`src/acl_pkg.sv`:
```
// Package for the audio configuration and link status register pair
package acl_pkg;

  // ----------------------------------------------------------------
  // Register map
  // ----------------------------------------------------------------
  localparam logic [7:0] ACL_ADDR_AUDIO_CFG = 8'h55;
  localparam logic [7:0] ACL_ADDR_LINK_STS = 8'h5a;
  localparam logic [7:0] ACL_AUDIO_CFG_RESET = 8'h0c;
  localparam logic [7:0] ACL_LINK_STS_RESET = 8'h00;
  localparam logic [7:0] ACL_AUDIO_CFG_MASK = 8'hcf;

  // ----------------------------------------------------------------
  // Field positions
  // ----------------------------------------------------------------
  localparam int ACL_BIT_TDM_TO_PARALLEL = 7;
  localparam int ACL_BIT_AUDIO_MIRROR = 6;
  localparam int ACL_BIT_RST_ON_TYPE = 3;
  localparam int ACL_BIT_RESET_ON_AUDIO_IF = 2;
  localparam int ACL_BIT_RESET_ON_VIDEO_IF = 1;
  localparam int ACL_BIT_RESET_ON_CLK_REGEN = 0;

  localparam int ACL_STS_LINK_READY = 7;
  localparam int ACL_STS_TX_LOCKED = 6;
  localparam int ACL_STS_PORT_MSB = 5;
  localparam int ACL_STS_PORT_LSB = 4;
  localparam int ACL_STS_INPUT_VALID = 3;
  localparam int ACL_STS_PLL_LOCK = 2;
  localparam int ACL_STS_NO_CLOCK = 1;
  localparam int ACL_STS_FREQ_SETTLED = 0;

  localparam logic [7:0] ACL_UNMAPPED_RDATA = 8'h00;

  localparam logic [1:0] ACL_SRC_INPUT_LINK_ONLY = 2'h0;
  localparam logic [1:0] ACL_PORT_DUAL = 2'h0;

  // ----------------------------------------------------------------
  // Types
  // ----------------------------------------------------------------
  typedef struct packed {
    logic write;
    logic read;
    logic [7:0] addr;
    logic [7:0] wdata;
  } acl_req_type;

  typedef struct packed {
    logic link_ready;
    logic tx_active;
    logic rx_locked;
    logic mode_entered;
    logic [1:0] port_mode;
    logic data_valid;
    logic pll_lock;
    logic no_clock;
    logic freq_settled;
  } acl_status_type;

  typedef struct packed {
    logic type_changed;
    logic aif_changed;
    logic avi_changed;
    logic acr_changed;
  } acl_event_type;

endpackage

```
`src/acl_fifo_reset_ctl.sv`:
```
// Audio FIFO reset request from received-stream change events
`timescale 1ns/100ps
`default_nettype none
module acl_fifo_reset_ctl (
  input wire logic clk_sys,
  input wire logic rst_b,
  input wire logic [3:0] enable_mask,
  input wire acl_pkg::acl_event_type events,
  output logic fifo_reset
);
  import acl_pkg::*;

  logic fifo_reset_reg;
  logic fifo_reset_next;

  // ----------------------------------------------------------------
  // Gate each change event by its enable bit
  // ----------------------------------------------------------------
  always_comb begin
    fifo_reset_next = (events.type_changed & enable_mask[ACL_BIT_RST_ON_TYPE]) |
                      (events.aif_changed & enable_mask[ACL_BIT_RESET_ON_AUDIO_IF]) |
                      (events.avi_changed & enable_mask[ACL_BIT_RESET_ON_VIDEO_IF]) |
                      (events.acr_changed & enable_mask[ACL_BIT_RESET_ON_CLK_REGEN]);
  end

  always_ff @(posedge clk_sys) begin
    if (!rst_b) begin
      fifo_reset_reg <= 1'b0;
    end else begin
      fifo_reset_reg <= fifo_reset_next;
    end
  end

  assign fifo_reset = fifo_reset_reg;

endmodule // acl_fifo_reset_ctl
`default_nettype wire

```
`src/acl_regs.sv`:
```
// Audio configuration and link status registers with their control effects
//
// Summary of operation
// - Conversion bit enables converter and its clock
// - Mirror input audio only in source mode 00
// - Type change resets audio FIFO when enabled
// - Audio infoframe checksum change resets FIFO
// - Video infoframe checksum change resets FIFO
// - Clock regen N/CTS change resets FIFO
// - Link ready after downstream detect and capabilities
// - Tx status needs active, locked, valid, mode
// - Port mode field reported while tx status set
// - Input valid while recovering data; A1 reads one
// - PLL lock bit follows input PLL lock
// - No-clock bit when frequency below threshold
// - Frequency stable bit from frequency detector
`timescale 1ns/100ps
`default_nettype none
module acl_regs #(
  parameter bit EARLY_REV = 1'b0
) (
  input wire logic clk_sys,
  input wire logic rst_b,
  input wire acl_pkg::acl_req_type req,
  output logic [7:0] rdata,
  output logic rvalid,
  input wire logic [1:0] audio_source_mode,
  input wire acl_pkg::acl_status_type status_in,
  input wire acl_pkg::acl_event_type events,
  output logic conv_enable,
  output logic audio_tx_clk_sel,
  output logic audio_mirror_enable,
  output logic audio_fifo_reset
);
  import acl_pkg::*;

  logic [7:0] audio_cfg_reg;
  logic [7:0] audio_cfg_next;
  acl_status_type st_meta_reg;
  acl_status_type st_sync_reg;
  acl_event_type ev_meta_reg;
  acl_event_type ev_sync_reg;
  acl_event_type ev_prev_reg;
  acl_event_type ev_pulse;
  logic [7:0] link_sts;
  logic [7:0] rdata_reg;
  logic rvalid_reg;
  logic conv_enable_reg;
  logic mirror_reg;
  logic cfg_write;
  logic cfg_read;
  logic sts_read;
  logic tx_status;
  logic [1:0] port_field;
  logic input_valid;
  logic mirror_mode_ok;

  // ----------------------------------------------------------------
  // Address decode shared by the write and read paths
  // ----------------------------------------------------------------
  function automatic logic addr_hit(input acl_req_type r, input logic [7:0] a);
    return r.addr == a;
  endfunction

  // ----------------------------------------------------------------
  // Synchronisers for status levels and change toggles
  // ----------------------------------------------------------------
  // Status levels come from other clock domains: two stages first
  always_ff @(posedge clk_sys) begin
    if (!rst_b) begin
      st_meta_reg <= '0;
      st_sync_reg <= '0;
    end else begin
      st_meta_reg <= status_in;
      st_sync_reg <= st_meta_reg;
    end
  end

  // Change events arrive as toggles from the receive domain
  always_ff @(posedge clk_sys) begin
    if (!rst_b) begin
      ev_meta_reg <= '0;
      ev_sync_reg <= '0;
      ev_prev_reg <= '0;
    end else begin
      ev_meta_reg <= events;
      ev_sync_reg <= ev_meta_reg;
      ev_prev_reg <= ev_sync_reg;
    end
  end

  assign ev_pulse = ev_sync_reg ^ ev_prev_reg;

  // ----------------------------------------------------------------
  // Request decode
  // ----------------------------------------------------------------
  // A write to the status address decodes to nothing and is dropped
  assign cfg_write = req.write & addr_hit(req, ACL_ADDR_AUDIO_CFG);
  assign cfg_read = req.read & addr_hit(req, ACL_ADDR_AUDIO_CFG);
  assign sts_read = req.read & addr_hit(req, ACL_ADDR_LINK_STS);

  // ----------------------------------------------------------------
  // Audio configuration register
  // ----------------------------------------------------------------
  // Reserved bits are masked so they always read back as zero
  always_comb begin
    audio_cfg_next = audio_cfg_reg;
    if (cfg_write) begin
      audio_cfg_next = req.wdata & ACL_AUDIO_CFG_MASK;
    end
  end

  always_ff @(posedge clk_sys) begin
    if (!rst_b) begin
      audio_cfg_reg <= ACL_AUDIO_CFG_RESET;
    end else begin
      audio_cfg_reg <= audio_cfg_next;
    end
  end

  // ----------------------------------------------------------------
  // Link status composition
  // ----------------------------------------------------------------
  // Transmit status needs active, locked, valid and mode entered at once
  always_comb begin
    tx_status = st_sync_reg.tx_active & st_sync_reg.rx_locked &
                st_sync_reg.data_valid & st_sync_reg.mode_entered;
  end

  always_comb begin
    port_field = ACL_PORT_DUAL;
    if (tx_status) begin
      port_field = st_sync_reg.port_mode;
    end
  end

  // Early silicon reports the input as valid whatever the receiver sees
  always_comb begin
    input_valid = st_sync_reg.data_valid;
    if (EARLY_REV) begin
      input_valid = 1'b1;
    end
  end

  always_comb begin
    link_sts = ACL_LINK_STS_RESET;
    link_sts[ACL_STS_LINK_READY] = st_sync_reg.link_ready;
    link_sts[ACL_STS_TX_LOCKED] = tx_status;
    link_sts[ACL_STS_PORT_MSB:ACL_STS_PORT_LSB] = port_field;
    link_sts[ACL_STS_INPUT_VALID] = input_valid;
    link_sts[ACL_STS_PLL_LOCK] = st_sync_reg.pll_lock;
    link_sts[ACL_STS_NO_CLOCK] = st_sync_reg.no_clock;
    link_sts[ACL_STS_FREQ_SETTLED] = st_sync_reg.freq_settled;
  end

  // ----------------------------------------------------------------
  // Read port
  // ----------------------------------------------------------------
  // One-cycle answer strobe for every read, mapped or not
  always_ff @(posedge clk_sys) begin
    if (!rst_b) begin
      rvalid_reg <= 1'b0;
    end else begin
      rvalid_reg <= req.read;
    end
  end

  // Read data holds between reads so a slow host may fetch it late
  always_ff @(posedge clk_sys) begin
    if (!rst_b) begin
      rdata_reg <= '0;
    end else if (cfg_read) begin
      rdata_reg <= audio_cfg_reg;
    end else if (sts_read) begin
      rdata_reg <= link_sts;
    end else if (req.read) begin
      rdata_reg <= ACL_UNMAPPED_RDATA;
    end
  end

  assign rdata = rdata_reg;
  assign rvalid = rvalid_reg;

  // ----------------------------------------------------------------
  // Audio path controls
  // ----------------------------------------------------------------
  // Source mode is driven from this clock domain and needs no stages
  assign mirror_mode_ok = (audio_source_mode == ACL_SRC_INPUT_LINK_ONLY);

  always_ff @(posedge clk_sys) begin
    if (!rst_b) begin
      conv_enable_reg <= 1'b0;
    end else begin
      conv_enable_reg <= audio_cfg_reg[ACL_BIT_TDM_TO_PARALLEL];
    end
  end

  // Mirror bit is ignored outside the input-link-only source mode
  always_ff @(posedge clk_sys) begin
    if (!rst_b) begin
      mirror_reg <= 1'b0;
    end else begin
      mirror_reg <= audio_cfg_reg[ACL_BIT_AUDIO_MIRROR] & mirror_mode_ok;
    end
  end

  assign conv_enable = conv_enable_reg;
  assign audio_mirror_enable = mirror_reg;
  // Select line for the downstream audio clock mux outside this block
  assign audio_tx_clk_sel = conv_enable_reg;

  acl_fifo_reset_ctl u_fifo_reset (
    .clk_sys(clk_sys),
    .rst_b(rst_b),
    .enable_mask(audio_cfg_reg[ACL_BIT_RST_ON_TYPE:ACL_BIT_RESET_ON_CLK_REGEN]),
    .events(ev_pulse),
    .fifo_reset(audio_fifo_reset)
  );

endmodule // acl_regs
`default_nettype wire

```
`config.mk`:
```
export PLATFORM = sky130hd
export DESIGN_NAME = acl_regs
export DESIGN_NICKNAME = d
export VERILOG_FILES = /design/src/acl_pkg.sv /design/src/acl_fifo_reset_ctl.sv /design/src/acl_regs.sv
export SDC_FILE = /design/constraint.sdc
export NUM_CORES = 1
export LEC_CHECK = 0
export BUFFER_PORTS_ARGS = -buffer_cell sky130_fd_sc_hd__buf_4
export CAP_MARGIN = 20
export CORE_MARGIN = 2
export CORE_UTILIZATION = 50
export DETAILED_ROUTE_END_ITERATION = 6
export PLACE_DENSITY = 0.83
export SLEW_MARGIN = 10
export SYNTH_ARGS = -nofsm -noshare
export SYNTH_HDL_FRONTEND = slang
export SYNTH_HIERARCHICAL = 1
export SYNTH_SLANG_ARGS = --single-unit
```
`constraint.sdc`:
```
create_clock -name clk_sys -period 1.1 [get_ports clk_sys]
set_input_delay 0.11 -clock clk_sys [delete_from_list [all_inputs] [get_ports clk_sys]]
set_output_delay 0.11 -clock clk_sys [all_outputs]
set_load 0.005 [all_outputs]
```
Word-level counts from Yosys, hierarchy flattened
Cells that the tools add are included.

Flip-flop bits (word level): 50. Output and inout bits: 13. Bits of input ports: 36. Logic and storage cells: 59.

Bitwise gates (word level): 15. Muxes and demuxes: 4. Reduce and logical (&&, ||, !) cells: 2. Equality and inequality tests: 2.

Operators with widths (number): 8-bit 2-to-1 mux (3); 8-bit by 7-bit equality test with 1-bit output (second input constant) (2); 1-bit bitwise AND (11); 4-bit bitwise XOR (1); 1-bit OR (3); 3-bit nonzero test (1); 2-bit zero test (1); 2-bit 2-to-1 mux (1).

Longest topological paths before layout
Gate-level depths: netlist of the first run.

Word-level depth: 6. Gate-level depth with buffers: 5. Mapped depth without buffers: 3.

Cells and area by module
The synthesis of the first run kept the hierarchy.

By module, submodules not included: acl_regs (cells an instance 155, times used 1, area each 1652.8 µm², sequential area each 980.9 µm²); acl_fifo_reset_ctl (cells an instance 4, times used 1, area each 42.5 µm², sequential area each 20.0 µm²).

Least setup slack after synthesis of the first run
Ideal clock, no wire load.

Path kind: in2reg. Start point: input port req[11] (netlist name). End point: register audio_cfg_reg[0]. Arrival time: 0.937 ns. Library setup time: 0.072 ns. Required time: 1.028 ns. Setup slack: 0.092 ns. Cell stages on the path: 5. Path buffers: 2. Cell sequence: and4bb_1 buf_6 and3_4 buf_6 mux2i_1.

Cells in the longest elaborated chain, start to end: 2.

RTL lines: start, declared (line acl_regs.sv:24) `input wire acl_pkg::acl_req_type req,`; 8-bit by 7-bit equality test with 1-bit output (line acl_regs.sv:62) `return r.addr == a;`; 1-bit bitwise AND (line acl_regs.sv:98) `assign cfg_write = req.write & addr_hit(req, ACL_ADDR_AUDIO_CFG);`; end signal, assigned (line acl_regs.sv:117) `audio_cfg_reg <= audio_cfg_next;`; end, declared (line acl_regs.sv:37) `logic [7:0] audio_cfg_reg;`.

Every way passes these cells. A chain may end at the register's enable or synchronous reset.

Worst setup path after layout of the first run
Start point: register rdata_reg[1], in the netlist rdata[1]. End point: output port rdata[1].

RTL lines: start, declared (line acl_regs.sv:46) `logic [7:0] rdata_reg;`; start signal, assigned (line acl_regs.sv:173) `rdata_reg <= audio_cfg_reg;`; start signal, assigned (line acl_regs.sv:175) `rdata_reg <= link_sts;`; end, declared (line acl_regs.sv:25) `output logic [7:0] rdata,`.

No word-level cell between the ends.

==> results.ini, run 1 <==
[outcome]
outcome = completed

[power_and_ir_drop]
pwr_density_cell_nw_per_um2 = 1370
total_power_w = 0.00322
ir_drop_uv = 932
leakage_nw = 1.03

[worst_setup_path]
cp_slowest_cell = dfxtp_1
crit_family = flip-flops
slowest_delay_ps = 370
critical_path_class = flip-flop to output port
cp_max_fo = 2
crit_path_cell_trace = buf_4
cp.buffers_inverters = 1
start_kind = flip-flop
crit_required_ps = 990
endpoint_kind = output port
arrival_ps = 850

[logic_synthesis]
yosysWarnings = 6
syn_nets = 195
yosys-top-cells-count = dfxtp_1 (50), and2_1 (33), nand2_1 (10)
synth_edf_count = 0
postSynth.asyncResetShare_pct = 0
synth_top_area_share_pct = 59.0
synth_area_sq_um = 1700
post-synth-top-count-cell = dfxtp_1
synth.area.top_cells = dfxtp_1 (59%), and2_1 (12%), nand4_1 (2.6%)
synth.avg_cell_area_sq_um = 10.7
yosysTopAreaCell = dfxtp_1
yosys_most_used_dff = dfxtp_1
ys_types = 26
synth_seq_cells = 50
synthCells = 159
synth_seq_area_share_pct = 59.0

[route]
vias_per_cell = 4.75
firstDrtPassIters = 7
wl_per_cell_microns = 12.7
drt_iter0_markers = 27
vias = 1293
drc = 0
ant_nets = 0
drt-total-wl_microns = 3450

[die]
die_y_microns = 62.2
initial_core_util_pct = 51.6
rows = 21
pin_count = 49
fp.dieW_microns = 62.2
coreArea_sq_um = 3280
die_area_sq_um = 3870

[final_layout]
fill_cells = 244
nNetsFinal = 261
syn2layout_area_growth_pct = 39.0
antenna_cells = 0
largest_reg_flops = 10
drive_above_1_share_pct = 28.8

[grt]
antenna_found_initial = 0
grt_max_degree = 46
grt_pass1_wl_microns = 5840
grt_overflow_total = 0
first_global_vias = 1385
grt_usage_pct = 19.1

[placed_design]
place_ws_ps = -4.27
dp_hpwl_microns = 2400
portBuffers = 46
place_congestion = 0.752

[clocking]
cts_buffers = 5
post_cts_buffers = 0
cts_resized = 0
clock_latency_ps = 360
clk_pin_slew_ps = 140
htreeDepth = 2
cts_sinks = 50
clockBufferDepth = 2
cts-root-buf = clkbuf_4
cts_tree = yes

[timing]
setup_ws_ps = 143
relSlewSlack_pct = 84.0
min_period_ps = 957
maxSlewViolCount = 0
post-route-period-util_pct = 87.0
tightest_slew_ps = 237
hold_violations = 0
fin_worst_skew_ps = 7.20
rsz0062_at_grt = false
finalSetupViolations = 0
fmax_mhz = 1040

[flow_run]
maxCapViolations = 0

[min_path]
hp-class = input port to flip-flop

[final cells by class]
type | count | area, sq um | share of cell area, %
Clock buffer | 5 | 37.5 | 1.59
Timing Repair Buffer | 70 | 586 | 24.9
Sequential cell | 50 | 1000 | 42.5
Multi-Input combinational cell | 92 | 607 | 25.8
Clock inverter | 3 | 45.0 | 1.91
Inverter | 6 | 22.5 | 0.956
Tap cell | 46 | 57.6 | 2.44
[worst paths after layout]
kind                        startpoint                                  to  slack [ps]  cells past startpoint
min                             req[3]       audio_cfg_reg[3]$_SDFFE_PN1P_          20                      3
min reg2reg  st_sync_reg[5]$_SDFF_PN0_               rdata[5]$_SDFFE_PN0P_         440                      2
max              rdata[1]$_SDFFE_PN0P_                            rdata[1]         140                      1
max reg2reg  ev_prev_reg[1]$_SDFF_PN0_  u_fifo_reset/fifo_reset$_SDFF_PN0_         180                      3
[through the flow]
step	setup TNS (ps)	hold slack (ps)	std cells	area [sq um]	util, %
after floorplan	0	187	159	1700	-
after global placement	0	275	245	2080	63.4
after detailed placement	-5.36	279	245	2080	63.4
after CTS	0	0.619	271	2350	71.4
after global routing	0	17.6	272	2360	71.7
final	0	16.1	272	2360	71.7
[kinds of logic after synthesis]
group	Yosys count	synth area share, %
muxes	4	2.36
AOI/OAI and AO/OA	19	7.67
DFF	50	59.0
buffers and inverters	17	5.17
xor gates and xnor gates	4	2.07
and+or+nand+nor	65	23.7
[layout by cell type, fill, tap and decap left out, types with 3 or more instances in the layout]
cell           Yosys  routed
dfxtp_1           50      50
buf_4              2      50
and2_1            33      33
dlygate4sd3_1      0      19
nand2_1           10      10
nand4_1            7       7
inv_1              5       5
nand3_1            5       5
clkbuf_4           0       5
xor2_1             4       4
o21ai_1            4       4
o21ai_0            4       4
a31oi_1            4       4
mux2i_1            4       4
nor2b_1            3       3
[where the power goes]
part / switching (W) / internal (W)
sequential: 0.0000204 / 0.00187
combinational: 0.0000976 / 0.000188
clock: 0.000560 / 0.000477
total: 0.000679 / 0.00254
[layer usage]
metal  vias up  track usage, %  routed length [microns]
met5         -               0                        0
met3         9            6.70                      141
li1        659               -                        -
met1       586            18.3                     1360
met4         0            6.94                       72
met2        39            37.1                     1880
[timing repair]
action	CTS	global route
endpoints found under the hold margin	17	1
setup endpoints to repair	0	0
hold buffers	18	1
Power figures use the tool's default switching activity.
==> inputs of run 2 (changes only) <==
- ABC_AREA: unset -> 1
- CORE_UTILIZATION: 50 -> 51
- PLACE_DENSITY: 0.83 -> 0.84
==> run 2 against run 1 <==
  * Clock-buffer cell count rose by 1
  * Cell count is 32% higher
  * Non-clock buffer count is the same
  * Critical endpoint is now rdata[5]$_SDFFE_PN0P_
==> results.ini, run 2 <==
[outcome]
outcome = completed

[min_path]
hp-class = input port to flip-flop

[worst_setup_path]
cp_max_fo = 3  ; +1
cp-endpoint = rdata[5]$_SDFFE_PN0P_
cp.buffers_inverters = 0  ; -1
setup.worst_path.start = input_valid$_SDFF_PN0_
slowest_delay_ps = 360  ; about the same
cp_slowest_cell = dfxtp_1
r2r_cells = 4  ; +1
r2r-start = input_valid$_SDFF_PN0_
cp.depth = 4  ; +3
crit_family = simple AND/OR/NAND/NOR gates
endpoint_kind = flip-flop
crit_required_ps = 1380  ; +390 ps
arrival_ps = 1210  ; +360 ps
critical_path_class = flip-flop to flip-flop
reg2reg_to = rdata[5]$_SDFFE_PN0P_
start_kind = flip-flop
crit_path_cell_trace = nand4_1 > nor2_1 > nand3_1 > a21oi_1
ff2ff_setup_slack_ps = 180  ; about the same

[logic_synthesis]
postSynth.asyncResetShare_pct = 0  ; unchanged
ys_types = 20  ; -23%
synth_area_sq_um = 1860  ; +9.5%
post-synth-top-count-cell = nand2_1
synth_seq_area_share_pct = 53.9  ; -5.1 points
yosys-top-cells-count = nand2_1 (72), dfxtp_1 (50), inv_1 (48)
yosys_most_used_dff = dfxtp_1
synthCells = 244  ; +53%
yosysTopAreaCell = dfxtp_1
synth_seq_cells = 50  ; unchanged
syn_nets = 280  ; +44%
synth.area.top_cells = dfxtp_1 (54%), nand2_1 (15%), inv_1 (9.7%)
synth_top_area_share_pct = 53.9  ; -5.1 points
synth_edf_count = 0  ; unchanged
yosysWarnings = 6  ; unchanged
synth.avg_cell_area_sq_um = 7.61  ; -29%

[route]
wl_per_cell_microns = 9.19  ; -28%
ant_nets = 0  ; unchanged
firstDrtPassIters = 4  ; -3
drc = 0  ; unchanged
vias_per_cell = 4.34  ; -8.7%
drt_iter0_markers = 71  ; +160%
drt-total-wl_microns = 3290  ; -4.7%
vias = 1554  ; +20%

[grt]
grt_usage_pct = 17.6  ; -1.5 points
grt_overflow_total = 0  ; unchanged
use_met1_pct = 19.4  ; +1.1 points
grt_max_degree = 33  ; -28%
first_global_vias = 1392  ; +0.51%
grt_use_met3_pct = 5.63  ; -1.1 points
antenna_found_initial = 0  ; unchanged
grt_use_met2_pct = 32.2  ; -4.9 points
busiest_layer = met2
grt_pass1_wl_microns = 5650  ; -3.3%

[final_layout]
fin_util_pct = 73.1  ; +1.3 points
nNetsFinal = 348  ; +33%
fill_cells = 284  ; +16%
drive_above_1_share_pct = 20.2  ; -8.6 points
layout_common_cells = nand2_1 (72), dfxtp_1 (50), buf_4 (49)
largest_reg_flops = 10  ; unchanged
antenna_cells = 0  ; unchanged
multi_input_area_sq_um = 627  ; +3.3%
syn2layout_area_growth_pct = 34.4
final-seq-area_sq_um = 1000  ; unchanged
layout_commonest_cell = nand2_1

[clocking]
post_cts_buffers = 0  ; unchanged
htreeDepth = 2  ; unchanged
cts_tree = yes
clockBufferDepth = 2  ; unchanged
clock_latency_ps = 350  ; about the same
cts_sinks = 50  ; unchanged
clk_pin_slew_ps = 130  ; about the same
cts_resized = 0  ; unchanged
cts-root-buf = clkbuf_4
cts_buffers = 5  ; unchanged

[power_and_ir_drop]
leakage_nw = 1.41  ; +37%
ir_drop_uv = 917  ; -1.6%
pwr_density_cell_nw_per_um2 = 1190  ; -13%

[timing]
rsz0062_at_grt = false
maxSlewViolCount = 0  ; unchanged
tightest_slew_ps = 281  ; +43.6 ps
fin_worst_skew_ps = 9.31  ; +2.11 ps
fmax_mhz = 1090  ; +3.9%
hold_violations = 0  ; unchanged
min_period_ps = 921  ; -36.1 ps
whs_ps = 18.5  ; +2.45 ps
finalSetupViolations = 0  ; unchanged
relSlewSlack_pct = 81.3  ; -2.7 points
post-route-period-util_pct = 83.7  ; -3.3 points

[die]
rows = 21  ; unchanged
coreArea_sq_um = 3420  ; +4.0%
die_y_microns = 64.3  ; +3.4%
initial_core_util_pct = 54.4  ; +2.7 points
pin_count = 49  ; unchanged
die_area_sq_um = 4140  ; +6.9%
fp.dieW_microns = 64.3  ; +3.4%

[flow_run]
maxCapViolations = 0  ; unchanged

[placed_design]
place_congestion = 0.817  ; +8.6%
dp_hpwl_microns = 2230  ; -7.0%
portBuffers = 46  ; unchanged

[run 2: changes by cell type after synthesis, sizes merged, moves of 3 or more]
cell	change
o21ai	-3
a21oi	+6
nand3	+9
nand4	-6
mux2i	-4
nor2b	-3
a31oi	-4
nor2	+29
nand2	+65
and4bb	-3
and2	-33
and3	-3
inv	+43
[run 2: kinds of logic (layout without fill, tap and decap cells)]
family,Yosys count,after routing,share of synthesized area (%)
simple gates,121,121,28.9
compound gates,11,11,2.96
xor+xnor,4,4,1.89
buf+inv,58,126,12.3
flops,50,50,53.9
[run 2: cell type report]
class                   instances  share of cell area, %
repair buffers                 70                   23.2
inverters                      49                   7.37
well taps                      46                   2.31
flip-flops and latches         50                   40.1
clock inverters                 1                  0.301
multi-input cells             136                   25.1
clock buffers                   6                   1.65
[run 2: report_power, final]
group	internal, W	total, W	switching [W]
clock	0.000239	0.000744	0.000505
combinational	0.000192	0.000336	0.000143
sequential	0.00188	0.00190	0.0000218
[run 2: worst min-delay path by stage]
| stage | slack (ps) | cells after the start | startpoint | end |
|---|---|---|---|---|
| after detailed placement | 280 | 2 | audio_source_mode[0] | audio_mirror_enable$_SDFF_PN0_ |
| final | 20 | 2 | rst_b | audio_cfg_reg[2]$_SDFFE_PN1P_ |
| after global placement | 270 | 2 | audio_source_mode[0] | audio_mirror_enable$_SDFF_PN0_ |
| after floorplan | 190 | 1 | audio_source_mode[0] | audio_mirror_enable$_SDFF_PN0_ |
| after global routing | 20 | 3 | req[1] | audio_cfg_reg[1]$_SDFFE_PN0P_ |
| after CTS | 9 | 2 | rst_b | audio_cfg_reg[2]$_SDFFE_PN1P_ |
[run 2: per-stage QoR]
step	TNS, ps	setup slack (ps)	area (sq um)	std cells	power (W)
2_1_floorplan	0	218	1860	244	0.00208
5_1_grt	0	66.4	2500	358	0.00314
4_1_cts	0	162	2500	358	0.00300
6_report	0	179	2500	358	0.00298
3_5_place_dp	-0.511	-0.511	2240	330	0.00222
3_3_place_gp	0	42.1	2240	330	0.00221
[run 2: routing by layer]
layer | vias to the layer above | wire length [microns]
met2 | 37 | 1700
met3 | 4 | 178
met5 | - | 0
met1 | 672 | 1370
met4 | 0 | 41
li1 | 841 | -
[run 2: what timing repair did]
item | in CTS | in global routing
hold buffers | 21 | 0
endpoints found under the hold margin | 20 | 0
endpoints found under the setup margin | 0 | 0
